[config.mk]
export PLATFORM = sky130hd
export DESIGN_NAME = pmia_top
export DESIGN_NICKNAME = d
export VERILOG_FILES = /design/src/logic/pmia_top.v
export VERILOG_INCLUDE_DIRS = /design/src /design/src/logic
export SDC_FILE = /design/constraint.sdc
export NUM_CORES = 1
export LEC_CHECK = 0
export BUFFER_PORTS_ARGS = -buffer_cell sky130_fd_sc_hd__clkbuf_2
export CELL_PAD_IN_SITES_DETAIL_PLACEMENT = 1
export CELL_PAD_IN_SITES_GLOBAL_PLACEMENT = 1
export CORE_ASPECT_RATIO = 1.25
export CORE_UTILIZATION = 47
export DETAILED_ROUTE_END_ITERATION = 8
export PLACE_DENSITY = 0.84
export SLEW_MARGIN = 0
export SYNTH_ARGS = -nofsm -noshare
export SYNTH_HDL_FRONTEND = slang
export SYNTH_SLANG_ARGS = --single-unit
[constraint.sdc]
create_clock -name hclk -period 2.8 [get_ports hclk]
set_input_delay 0 -clock hclk [delete_from_list [all_inputs] [get_ports hclk]]
set_output_delay 0 -clock hclk [all_outputs]
set_load 0.05 [all_outputs]
[src/logic/pmia_consts.vh]
// Purpose: Shared constants for the PHY management indirect access block.
// Assumes: Byte addresses on a 32-bit AHB-Lite register bus.
// Notes: Definitions only; included by bare name.
`ifndef PMIA_CONSTS_VH
`define PMIA_CONSTS_VH

// ----------------------------------------------------------------------
// Register byte offsets
// ----------------------------------------------------------------------
`define PMIA_OFS_DATA 32'h000000A4
`define PMIA_OFS_ACCESS 32'h000000A8
`define PMIA_OFS_V_CTRL 32'h000001C0
`define PMIA_OFS_V_STATUS 32'h000001C4
`define PMIA_OFS_V_ID_UP 32'h000001C8
`define PMIA_OFS_V_ID_LO 32'h000001CC
`define PMIA_OFS_V_ADV 32'h000001D0
`define PMIA_OFS_V_PARTNER 32'h000001D4
`define PMIA_OFS_V_EXP 32'h000001D8
`define PMIA_OFS_V_SPECIAL 32'h000001DC

// ----------------------------------------------------------------------
// Access control field positions
// ----------------------------------------------------------------------
`define PMIA_PHY_HI 15
`define PMIA_PHY_LO 11
`define PMIA_IDX_HI 10
`define PMIA_IDX_LO 6
`define PMIA_WNR_BIT 1
`define PMIA_BUSY_BIT 0

// ----------------------------------------------------------------------
// Reset values
// ----------------------------------------------------------------------
`define PMIA_RST_FIELD5 5'h00
`define PMIA_RST_WNR 1'b0
`define PMIA_RST_DATA 16'h0000
`define PMIA_RST_V_CTRL 16'h1000
`define PMIA_RST_V_OTHER 16'h0000

// ----------------------------------------------------------------------
// Serial management frame
// ----------------------------------------------------------------------
`define PMIA_PREAMBLE 6'h20
`define PMIA_ST 2'h1
`define PMIA_OP_RD 2'h2
`define PMIA_OP_WR 2'h1
`define PMIA_HDR_LAST 5'h0D
`define PMIA_DATA_LAST 5'h0F
`define PMIA_IDX_SPECIAL 5'h1F
`define PMIA_SLOT_ID_UP 3'h2
`define PMIA_SLOT_ID_LO 3'h3
`define PMIA_SLOT_SPECIAL 3'h7

`endif

[src/logic/pmia_top.v]
// Purpose: Indirect PHY register access over AHB-Lite plus an emulated
//          single-port PHY served on the serial management pins.
// Assumes: Internal PHYs answer on a same-clock request/done port.
// Notes: Read transfers take one wait state; writes take none.
//
// Behaviour
// - Every write to the access control register launches one internal PHY cycle.
// - Target PHY number comes from access bits 15:11, reset zero.
// - Target register index comes from access bits 10:6, reset zero.
// - Select bit 1 set makes the cycle write the held data value.
// - Select bit clear makes the cycle read into the data register.
// - Busy bit 0 sets on any access write and holds during the cycle.
// - Busy clears itself when the internal PHY reports completion.
// - Indirect path reaches only internal PHYs, never the emulated PHY.
// - Emulated PHY registers are also reachable through the memory map.
// - Serial management is served only while the PHY mode input is high.
// - Emulated PHY answers only frames addressed to the strapped address.
// - Each serial register transfer carries exactly 16 data bits.
// - Serial indices 0 to 6 and 31 select the emulated registers.
// - Data register holds 16 bits: write data out, read data in.
// - Data reads give PHY value if select is 0, last written if 1.
`include "pmia_consts.vh"

module pmia_top #(
    parameter [15:0] ID_UPPER = 16'h0123,
    parameter [15:0] ID_LOWER = 16'h4567
) (
    input wire hclk,
    input wire hresetn,
    input wire hsel,
    input wire [31:0] haddr,
    input wire [1:0] htrans,
    input wire hwrite,
    input wire [2:0] hsize,
    input wire [31:0] hwdata,
    input wire hready,
    output reg [31:0] hrdata,
    output wire hreadyout,
    output wire hresp,
    output reg phy_req,
    output reg [4:0] phy_req_addr,
    output reg [4:0] phy_req_index,
    output reg phy_req_write,
    output reg [15:0] phy_req_wdata,
    input wire phy_done,
    input wire [15:0] phy_rdata,
    input wire phy_mode,
    input wire [4:0] phy_addr_strap,
    input wire mdc,
    input wire mdio_in,
    output reg mdio_out,
    output reg mdio_oe_n
);
    // ID_UPPER and ID_LOWER are arbitrary identity values.

    localparam M_PRE = 4'b0001;
    localparam M_HDR = 4'b0010;
    localparam M_TA = 4'b0100;
    localparam M_DATA = 4'b1000;

    // ------------------------------------------------------------------
    // Synchronisers and strap capture
    // ------------------------------------------------------------------
    reg mdc_s1, mdc_s2, mdc_d;
    reg mdio_s1, mdio_s2;
    reg mode_s1, mode_s2;
    reg [4:0] strap_s1, strap_s2, strap_addr;
    reg [1:0] strap_cnt;
    wire mdc_rise;

    always @(posedge hclk or negedge hresetn) begin
        if (!hresetn) begin
            mdc_s1 <= 1'b0;
            mdc_s2 <= 1'b0;
            mdc_d <= 1'b0;
            mdio_s1 <= 1'b1;
            mdio_s2 <= 1'b1;
            mode_s1 <= 1'b0;
            mode_s2 <= 1'b0;
            strap_s1 <= 5'h00;
            strap_s2 <= 5'h00;
            strap_addr <= 5'h00;
            strap_cnt <= 2'h0;
        end else begin
            mdc_s1 <= mdc;
            mdc_s2 <= mdc_s1;
            mdc_d <= mdc_s2;
            mdio_s1 <= mdio_in;
            mdio_s2 <= mdio_s1;
            mode_s1 <= phy_mode;
            mode_s2 <= mode_s1;
            strap_s1 <= phy_addr_strap;
            strap_s2 <= strap_s1;
            // The strap is loaded on the first three cycles and then held; the third load takes it after it has crossed the chain.
            if (strap_cnt != 2'h3) begin
                strap_cnt <= strap_cnt + 2'h1;
                strap_addr <= strap_s2;
            end
        end
    end

    assign mdc_rise = mdc_s2 & ~mdc_d;

    // ------------------------------------------------------------------
    // Emulated PHY storage
    // ------------------------------------------------------------------
    reg [15:0] vreg [0:7];
    reg m_wr_go;
    reg [2:0] m_slot;
    reg [15:0] m_wdata;
    reg a_vwr;
    reg [2:0] a_vslot;

    function [3:0] pmia_smap;
        input [4:0] idx;
        begin
            if (idx <= 5'h06) begin
                pmia_smap = {1'b1, idx[2:0]};
            end else if (idx == `PMIA_IDX_SPECIAL) begin
                pmia_smap = {1'b1, `PMIA_SLOT_SPECIAL};
            end else begin
                pmia_smap = 4'h0;
            end
        end
    endfunction

    function [15:0] pmia_vread;
        input [2:0] slot;
        begin
            case (slot)
                `PMIA_SLOT_ID_UP: pmia_vread = ID_UPPER;
                `PMIA_SLOT_ID_LO: pmia_vread = ID_LOWER;
                default: pmia_vread = vreg[slot];
            endcase
        end
    endfunction

    integer i;
    always @(posedge hclk or negedge hresetn) begin
        if (!hresetn) begin
            for (i = 0; i < 8; i = i + 1) begin
                vreg[i] <= `PMIA_RST_V_OTHER;
            end
            vreg[0] <= `PMIA_RST_V_CTRL;
        end else begin
            // Identity words are read-only; a bus write in the same cycle
            // as a serial write wins because it is applied last.
            if (m_wr_go && m_slot != `PMIA_SLOT_ID_UP && m_slot != `PMIA_SLOT_ID_LO) begin
                vreg[m_slot] <= m_wdata;
            end
            if (a_vwr && a_vslot != `PMIA_SLOT_ID_UP && a_vslot != `PMIA_SLOT_ID_LO) begin
                vreg[a_vslot] <= hwdata[15:0];
            end
        end
    end

    // ------------------------------------------------------------------
    // AHB-Lite slave
    // ------------------------------------------------------------------
    reg dp_write, dp_read;
    reg [31:0] dp_addr;
    reg [15:0] data_wr, data_rd;
    reg busy;
    reg [3:0] a_map;
    reg [31:0] rd_mux;
    wire addr_take;

    assign addr_take = hsel & htrans[1] & hready;
    assign hreadyout = ~dp_read;
    assign hresp = 1'b0;

    always @* begin
        a_map = 4'h0;
        case (dp_addr)
            `PMIA_OFS_V_CTRL: a_map = 4'h8;
            `PMIA_OFS_V_STATUS: a_map = 4'h9;
            `PMIA_OFS_V_ID_UP: a_map = 4'hA;
            `PMIA_OFS_V_ID_LO: a_map = 4'hB;
            `PMIA_OFS_V_ADV: a_map = 4'hC;
            `PMIA_OFS_V_PARTNER: a_map = 4'hD;
            `PMIA_OFS_V_EXP: a_map = 4'hE;
            `PMIA_OFS_V_SPECIAL: a_map = 4'hF;
            default: a_map = 4'h0;
        endcase
    end

    always @* begin
        rd_mux = 32'h00000000;
        if (dp_addr == `PMIA_OFS_DATA) begin
            rd_mux[15:0] = phy_req_write ? data_wr : data_rd;
        end else if (dp_addr == `PMIA_OFS_ACCESS) begin
            rd_mux[`PMIA_PHY_HI:`PMIA_PHY_LO] = phy_req_addr;
            rd_mux[`PMIA_IDX_HI:`PMIA_IDX_LO] = phy_req_index;
            rd_mux[`PMIA_WNR_BIT] = phy_req_write;
            rd_mux[`PMIA_BUSY_BIT] = busy;
        end
    end

    always @* begin
        a_vwr = dp_write & a_map[3];
        a_vslot = a_map[2:0];
    end

    always @(posedge hclk or negedge hresetn) begin
        if (!hresetn) begin
            dp_write <= 1'b0;
            dp_read <= 1'b0;
            dp_addr <= 32'h00000000;
            hrdata <= 32'h00000000;
        end else begin
            dp_write <= 1'b0;
            dp_read <= 1'b0;
            if (dp_read) begin
                // The wait state lets a preceding write land before the read.
                // Emulated words are read at the edge: a combinational mux
                // would miss a change inside the array at an unchanged address.
                hrdata <= a_map[3] ? {16'h0000, pmia_vread(a_map[2:0])} : rd_mux;
            end else if (addr_take) begin
                dp_addr <= {haddr[31:2], 2'b00};
                dp_write <= hwrite;
                dp_read <= ~hwrite;
            end
        end
    end

    // ------------------------------------------------------------------
    // Indirect access to the internal PHYs
    // ------------------------------------------------------------------
    wire acc_wr;
    wire data_wr_en;

    assign acc_wr = dp_write & (dp_addr == `PMIA_OFS_ACCESS);
    assign data_wr_en = dp_write & (dp_addr == `PMIA_OFS_DATA);

    always @(posedge hclk or negedge hresetn) begin
        if (!hresetn) begin
            phy_req <= 1'b0;
            phy_req_addr <= `PMIA_RST_FIELD5;
            phy_req_index <= `PMIA_RST_FIELD5;
            phy_req_write <= `PMIA_RST_WNR;
            phy_req_wdata <= `PMIA_RST_DATA;
            data_wr <= `PMIA_RST_DATA;
            data_rd <= `PMIA_RST_DATA;
            busy <= 1'b0;
        end else begin
            phy_req <= acc_wr;
            if (acc_wr) begin
                phy_req_addr <= hwdata[`PMIA_PHY_HI:`PMIA_PHY_LO];
                phy_req_index <= hwdata[`PMIA_IDX_HI:`PMIA_IDX_LO];
                phy_req_write <= hwdata[`PMIA_WNR_BIT];
                phy_req_wdata <= data_wr;
            end
            if (data_wr_en) begin
                data_wr <= hwdata[15:0];
            end
            // A completion never overrides a fresh launch in the same cycle.
            if (acc_wr) begin
                busy <= 1'b1;
            end else if (phy_done) begin
                busy <= 1'b0;
            end
            if (phy_done && busy && !phy_req_write) begin
                data_rd <= phy_rdata;
            end
        end
    end

    // ------------------------------------------------------------------
    // Serial management slave for the emulated PHY
    // ------------------------------------------------------------------
    reg [3:0] mstate;
    reg [5:0] ones;
    reg [4:0] bitcnt;
    reg [13:0] hdr;
    reg is_rd, is_wr, slot_ok;
    reg [15:0] shreg;
    wire [13:0] hdr_full;
    wire [3:0] hdr_map;
    wire hdr_match;

    assign hdr_full = {hdr[12:0], mdio_s2};
    assign hdr_map = pmia_smap(hdr_full[4:0]);
    assign hdr_match = (hdr_full[13:12] == `PMIA_ST) && (hdr_full[9:5] == strap_addr);

    always @(posedge hclk or negedge hresetn) begin
        if (!hresetn) begin
            mstate <= M_PRE;
            ones <= 6'h00;
            bitcnt <= 5'h00;
            hdr <= 14'h0000;
            is_rd <= 1'b0;
            is_wr <= 1'b0;
            slot_ok <= 1'b0;
            shreg <= 16'h0000;
            m_slot <= 3'h0;
            m_wdata <= 16'h0000;
            m_wr_go <= 1'b0;
            mdio_out <= 1'b0;
            mdio_oe_n <= 1'b1;
        end else begin
            m_wr_go <= 1'b0;
            if (!mode_s2) begin
                mstate <= M_PRE;
                ones <= 6'h00;
                mdio_oe_n <= 1'b1;
                mdio_out <= 1'b0;
            end else if (mdc_rise) begin
                case (mstate)
                    M_PRE: begin
                        if (mdio_s2) begin
                            if (ones != `PMIA_PREAMBLE) begin
                                ones <= ones + 6'h01;
                            end
                        end else begin
                            if (ones == `PMIA_PREAMBLE) begin
                                mstate <= M_HDR;
                                hdr <= 14'h0000;
                                bitcnt <= 5'h01;
                            end
                            ones <= 6'h00;
                        end
                    end
                    M_HDR: begin
                        hdr <= hdr_full;
                        bitcnt <= bitcnt + 5'h01;
                        if (bitcnt == `PMIA_HDR_LAST) begin
                            bitcnt <= 5'h00;
                            is_rd <= hdr_full[11:10] == `PMIA_OP_RD;
                            is_wr <= hdr_full[11:10] == `PMIA_OP_WR;
                            slot_ok <= hdr_map[3];
                            m_slot <= hdr_map[2:0];
                            shreg <= hdr_map[3] ? pmia_vread(hdr_map[2:0]) : 16'h0000;
                            if (hdr_match && (hdr_full[11:10] == `PMIA_OP_RD
                                    || hdr_full[11:10] == `PMIA_OP_WR)) begin
                                mstate <= M_TA;
                            end else begin
                                mstate <= M_PRE;
                            end
                        end
                    end
                    M_TA: begin
                        bitcnt <= bitcnt + 5'h01;
                        if (bitcnt == 5'h00) begin
                            if (is_rd) begin
                                mdio_oe_n <= 1'b0;
                                mdio_out <= 1'b0;
                            end
                        end else begin
                            mstate <= M_DATA;
                            bitcnt <= 5'h00;
                            if (is_rd) begin
                                mdio_out <= shreg[15];
                                shreg <= {shreg[14:0], 1'b0};
                            end
                        end
                    end
                    M_DATA: begin
                        bitcnt <= bitcnt + 5'h01;
                        if (is_wr) begin
                            shreg <= {shreg[14:0], mdio_s2};
                        end else begin
                            mdio_out <= shreg[15];
                            shreg <= {shreg[14:0], 1'b0};
                        end
                        if (bitcnt == `PMIA_DATA_LAST) begin
                            mstate <= M_PRE;
                            ones <= 6'h00;
                            mdio_oe_n <= 1'b1;
                            mdio_out <= 1'b0;
                            m_wdata <= {shreg[14:0], mdio_s2};
                            m_wr_go <= is_wr & slot_ok;
                        end
                    end
                    default: begin
                        mstate <= M_PRE;
                        ones <= 6'h00;
                    end
                endcase
            end
        end
    end
endmodule

Word level (Yosys, flattened, before mapping) --
Index checks and enable logic that the tools add are counted.
Word-level totals: register bits 346, input bits 99, output and inout bits 64, logic and storage cells 221
Cells by class: add/sub/neg operators 3, $lt $le $gt $ge 6, eq/ne operators 49, mux-type cells 78, bitwise gates (word level) 13, reductions and logical operators 28
Operators by type and width (number):
- $bwmux W128 | 2
- $mux W128 | 2
- $eq A30 B7 Y1 const B | 8
- $mux W16 | 12
- $bmux W16 S3 | 2
- $demux W16 S3 | 2
- $pmux W16 S2 | 2
- $eq A30 B6 Y1 const B | 2
- $pmux W16 S3 | 1
- $mux W4 | 10
- $pmux W4 S8 | 1
- $mux W6 | 5
- $mux W13 | 2
- $pmux W13 S2 | 1
- $mux W1 | 22
- $ne A3 B3 Y1 const B | 7
- $mux W10 | 2
- $mux W5 | 4
- $pmux W5 S4 | 1
- $pmux W6 S3 | 1
- $pmux W4 S4 | 1
- $reduce_and A4 Y1 | 4
- $reduce_and A5 Y1 | 3
- $ne A2 B2 Y1 const B | 7
- 38 further kinds | 73

Longest topological paths before layout --
depth in word-level cells 11, mapped depth 9, depth with buffers taken out 8

Least setup slack after synthesis --
OpenSTA, ideal clock, no wires.
path kind reg-to-reg, start reg mstate[0], end reg bitcnt[3], library setup time 67 ps, arrival time 2222 ps, data required time 2733 ps, setup slack 510 ps, stages on the path, launching flop included 8, buffers on the path 1, clock period less this slack 2290 ps, cell sequence dfstp_2 buf_4 nor4b_1 inv_1 nor3_1 o311ai_1 or4_1 nand2_1
On the way: longest elaborated chain between the ends 3, elaborated cells on any way between the ends 9, classes of those cells eq/ne: 6; mux: 1; reduce/logical: 2
Ends and longest elaborated chain:
- from (decl) | line pmia_top.v:271 | reg [3:0] mstate;
- from (signal assigned) | line pmia_top.v:287 | mstate <= M_PRE;
- from (signal assigned) | line pmia_top.v:303 | mstate <= M_PRE;
- from (signal assigned) | line pmia_top.v:316 | mstate <= M_HDR;
- $eq A4 B4 Y1 (tied with other cells) | line pmia_top.v:308 | case (mstate)
- $reduce_bool A4 Y1 (no source line) or $ne A2 B2 Y1 (tied branches)
- $reduce_and A5 Y1 (no source line)
- to (signal assigned) | line pmia_top.v:325 | bitcnt <= bitcnt + 5'h01;
- to (signal assigned) | line pmia_top.v:342 | bitcnt <= bitcnt + 5'h01;
- to (signal assigned) | line pmia_top.v:358 | bitcnt <= bitcnt + 5'h01;
- to (decl) | line pmia_top.v:273 | reg [4:0] bitcnt;
Parallel ways exist; a longest one is shown, timed or not. A chain may end at the register's enable or synchronous reset.

Worst setup path in the final report --
start reg dp_addr[7], end reg hrdata[14]
On the way: longest elaborated chain between the ends 8, elaborated cells on any way between the ends 21, classes of those cells eq/ne: 12; mux: 8; bitwise: 1
Ends and longest elaborated chain:
- from (decl) | line pmia_top.v:161 | reg [31:0] dp_addr;
- from (signal assigned) | line pmia_top.v:219 | dp_addr <= {haddr[31:2], 2'b00};
- $eq A30 B7 Y1 | line pmia_top.v:174 | case (dp_addr)
- $pmux W4 S8 | line pmia_top.v:174
- $not A3 Y4 (not written as such) | line pmia_top.v:133 | default: pmia_vread = vreg[slot];
- $bmux W16 S3 | line pmia_top.v:133
- $mux W16 (not written as such) (2 in series) | line pmia_top.v:133
- $pmux W16 S2 | line pmia_top.v:130 | case (slot)
- $mux W16 * | line pmia_top.v:217 | hrdata <= a_map[3] ? {16'h0000, pmia_vread(a_map[2:0])} : rd_mux;
- to (signal assigned) | line pmia_top.v:217
- to (decl) | line pmia_top.v:37 | output reg [31:0] hrdata,
Every way passes the cells marked *; elsewhere a longest branch is shown, timed or not. The select of a mux whose other input is x is not followed.

==> flow_metrics.tcl <==
set metrics [dict create \
    maxSlewViolCount 0 \
    first_global_vias 14827 \
    dp.cells 1879 \
    grt.total_usage_pct 36.3 \
    r2r_end "hrdata[14]$_DFFE_PN0P_" \
    async_flop_share_pct 100 \
    status "finished, violations left" \
    met1_length_mm 21.4 \
    avgSynthCellArea_um2 10.7 \
    routed-via-count 13813 \
    leakage_uw 0.00840 \
    area.growth.synth_to_final_pct 20.6 \
    hold_viol 0 \
    grt_overflow 0 \
    wl_met3_mm 7.14 \
    worst_pin_slew_ns 0.921 \
    antenna_found_initial 3 \
    setup_viol 138 \
    grt_pass1_wl_mm 89.8 \
    final.setup.worst_slack_ns -0.343 \
    cp-end-kind "flip-flop" \
    critPathMaxStageDelay_ns 0.65 \
    cts.htree.levels 1 \
    synth-main-ff-cell "dfrtp_1" \
    yosys.area_share.simple_pct 11.6 \
    nNetsFinal 1687 \
    finalNonFillerCells 2008 \
    cp_cell_sequence "nand4b_1, nor4_4, nand2_2, o31ai_4, nor2_1, o22a_1" \
    drt_iter0_drc 1721 \
    grt_max_degree 91 \
    dieArea_um2 32300 \
    wl_met2_mm 28.9 \
    drtPass1Iterations 6 \
    cp_slowest_cell "nor4_4" \
    core-area_um2 31000 \
    slew_headroom_pct 38.4 \
    post_drt_wl_per_cell_um 31.7 \
    crit_fanout 10 \
    drive_above_1_share_pct 25.8 \
    reg2reg_depth 6 \
    yosysSeqAreaShare_pct 50.3 \
    port_buffers 123 \
    die_w_um 161 \
    synth.distinct_cells 73 \
    die_h_um 201 \
    cts.sinks 298 \
    yosys_warnings 0 \
    violations "setup timing" \
    synthCells 1384 \
    drv_cap 0 \
    synth_mux_area_share_pct 19.1 \
    synth_fa_ha_area_share_pct 0.759 \
    finClkSkew_ns 0.0339 \
    power_uw 10500 \
    cts_tree "done" \
    r2r_slack_ns -0.34 \
    clockRootBuffer "clkbuf_16" \
    io_pins 163 \
    powerDensity_nw_per_um2 587 \
    route.detailed.drc 0 \
    synth_top_family_by_area "multiplexers" \
    path_clk_slew_ns 0.07 \
    fmax_mhz 318 \
    hp-class "in2async" \
    postRouteWirelength_mm 63.6 \
    synth.cell_area_um2 14800 \
    required_ns 3.26 \
    hold_ws_ns 0.0174 \
    synth-compound-area-share_pct 14.0 \
    critPathLaunchType "flip-flop" \
    dp_hpwl_mm 32.9 \
    worstSkewPairLatency_ns 0.61 \
    period_needed_ns 3.14 \
    vias_per_cell 6.88 \
    final_util_pct 57.8 \
    synth-xor-area-share_pct 0.354 \
    numCtsBuffers 31 \
    cts_max_path_buffers 3 \
    critical_path_class "reg2reg" \
    gp_congestion 0.869 \
    ant_nets 0 \
    rows 72 \
    period_share_pct 112 \
    peakVddDrop_v 0.000651 \
    synth_edf_count 0 \
    start_util_pct 47.9 \
    synth-seq-cells 298 \
    highest_layer "met5" \
    timing.rr.start "dp_addr[7]$_DFFE_PN0P_" \
    worstPathArrival_ns 3.60 \
]
-- kinds of logic after synthesis --
family / Yosys count
compound gates: 326
xor+xnor: 6
fa+ha+maj: 9
buf+inv: 132
flops: 298
mux: 266
other cells: 1
simple gates: 346
-- sequential cells by signal (all words and copies together) (netlist names), 2 cells and up --
signal	count
hdr	13
data_wr	16
phy_req_index	5
m_wdata	16
data_rd	16
strap_s2	5
strap_s1	5
phy_req_wdata	16
phy_req_addr	5
mstate	4
strap_cnt	2
m_slot	3
bitcnt	5
strap_addr	5
hrdata	16
shreg	16
dp_addr	30
vreg	96
ones	6
-- Yosys cell counts, drive strengths merged, types with 16 or more instances --
cell type  instances  area share (%)
a21oi            144             4.9
inv               16            0.40
nand2             56             1.4
clkbuf            77             1.9
o21ai             41             1.4
nor3              16            0.65
buf               39             1.6
a221oi            21             1.2
mux2i            131             8.8
nand3             33             1.1
nor2             152             3.8
dfrtp            293              49
mux2             135              10
o22ai             21            0.89
-- worst max-delay path by stage --
stage | end | from | cells after the start
global route | hrdata[14]$_DFFE_PN0P_ | dp_addr[9]$_DFFE_PN0P_ | 6
floorplan | bitcnt[3]$_DFFE_PN0P_ | mstate[0]$_DFFE_PN1P_ | 7
finish | hrdata[14]$_DFFE_PN0P_ | dp_addr[7]$_DFFE_PN0P_ | 6
CTS | vreg[33]$_DFF_PN0_ | dp_addr[29]$_DFFE_PN0P_ | 8
global placement | hrdata[7]$_DFFE_PN0P_ | dp_addr[22]$_DFFE_PN0P_ | 7
detailed placement | hrdata[7]$_DFFE_PN0P_ | dp_addr[10]$_DFFE_PN0P_ | 7
-- per-layer routing --
layer  global-route usage, %  up-vias
li1                        -     5405
met2                    59.5     1162
met4                    27.9        6
met1                    41.0     6731
met5                       0        -
met3                    8.35      509
-- cells in the final DEF (no fill, tap or decap), types with 5 or more instances in the layout --
| cell | count |
|---|---|
| dfrtp_1 | 293 |
| nor2_1 | 152 |
| a21oi_1 | 142 |
| mux2_2 | 135 |
| mux2i_1 | 131 |
| clkbuf_2 | 122 |
| dlygate4sd3_1 | 73 |
| buf_4 | 63 |
| nand2_1 | 54 |
| o21ai_0 | 41 |
| nand3_1 | 32 |
| clkbuf_16 | 31 |
| a221oi_1 | 21 |
| o22ai_1 | 21 |
| conb_1 | 17 |
| inv_1 | 16 |
| a22o_1 | 15 |
| a32oi_1 | 15 |
| nor2b_1 | 12 |
| nor3_1 | 11 |
| clkbuf_8 | 11 |
| a211o_1 | 9 |
| ha_1 | 9 |
| nand4_1 | 8 |
| o31ai_1 | 8 |
| or3_1 | 8 |
| nor4_2 | 7 |
| and3_1 | 7 |
| nand2b_1 | 7 |
| a31oi_1 | 6 |
| clkbuf_1 | 6 |
| nand4b_1 | 5 |
| nor4b_1 | 5 |
| o21a_1 | 5 |
| o221ai_1 | 5 |
| xor2_1 | 5 |
| dfstp_2 | 5 |
-- report_power, final --
part	switching (uW)	total, uW	internal [uW]
clock network	1940	4340	2400
logic	819	1270	450
registers	343	4890	4550
total	3100	10500	7400
-- critical path, delay by kind of cell, from the launching register on --
| kind | cells | cell delay (ns) |
|---|---|---|
| DFF | 1 | 0.49 |
| AOI/OAI and AO/OA | 2 | 0.85 |
| and+or+nand+nor | 4 | 1.67 |
-- metrics by stage --
step | TNS [ns] | area, um2 | setup WS [ns]
final | -14.12 | 17900 | -0.343
after global routing | -11.67 | 17900 | -0.293
after CTS | 0 | 17800 | 0.0813
after detailed placement | -0.537 | 16100 | -0.0724
after global placement | 0 | 16100 | 0.200
after floorplan | 0 | 14900 | 0.510
-- repair_timing --
| item | 4_1_cts | 5_1_grt |
|---|---|---|
| setup buffers | 0 | 1 |
| setup endpoints to repair | 108 | 116 |
| hold endpoints to repair | 377 | 0 |
| gates resized for setup | 5 | 8 |
| hold buffers | 73 | 0 |
-- final cells by class --
| type | instances | area, um2 |
|---|---|---|
| Clock inverter | 6 | 61.3 |
| Inverter | 16 | 60.1 |
| Clock buffer | 48 | 950 |
| Fill cell | 3227 | 13100 |
| Tap cell | 407 | 509 |
| Antenna cell | 1 | 2.50 |
| Multi-Input combinational cell | 970 | 6970 |
| Timing Repair Buffer | 262 | 1890 |
| Sequential cell | 298 | 7460 |
Power figures use the tool's default switching activity.
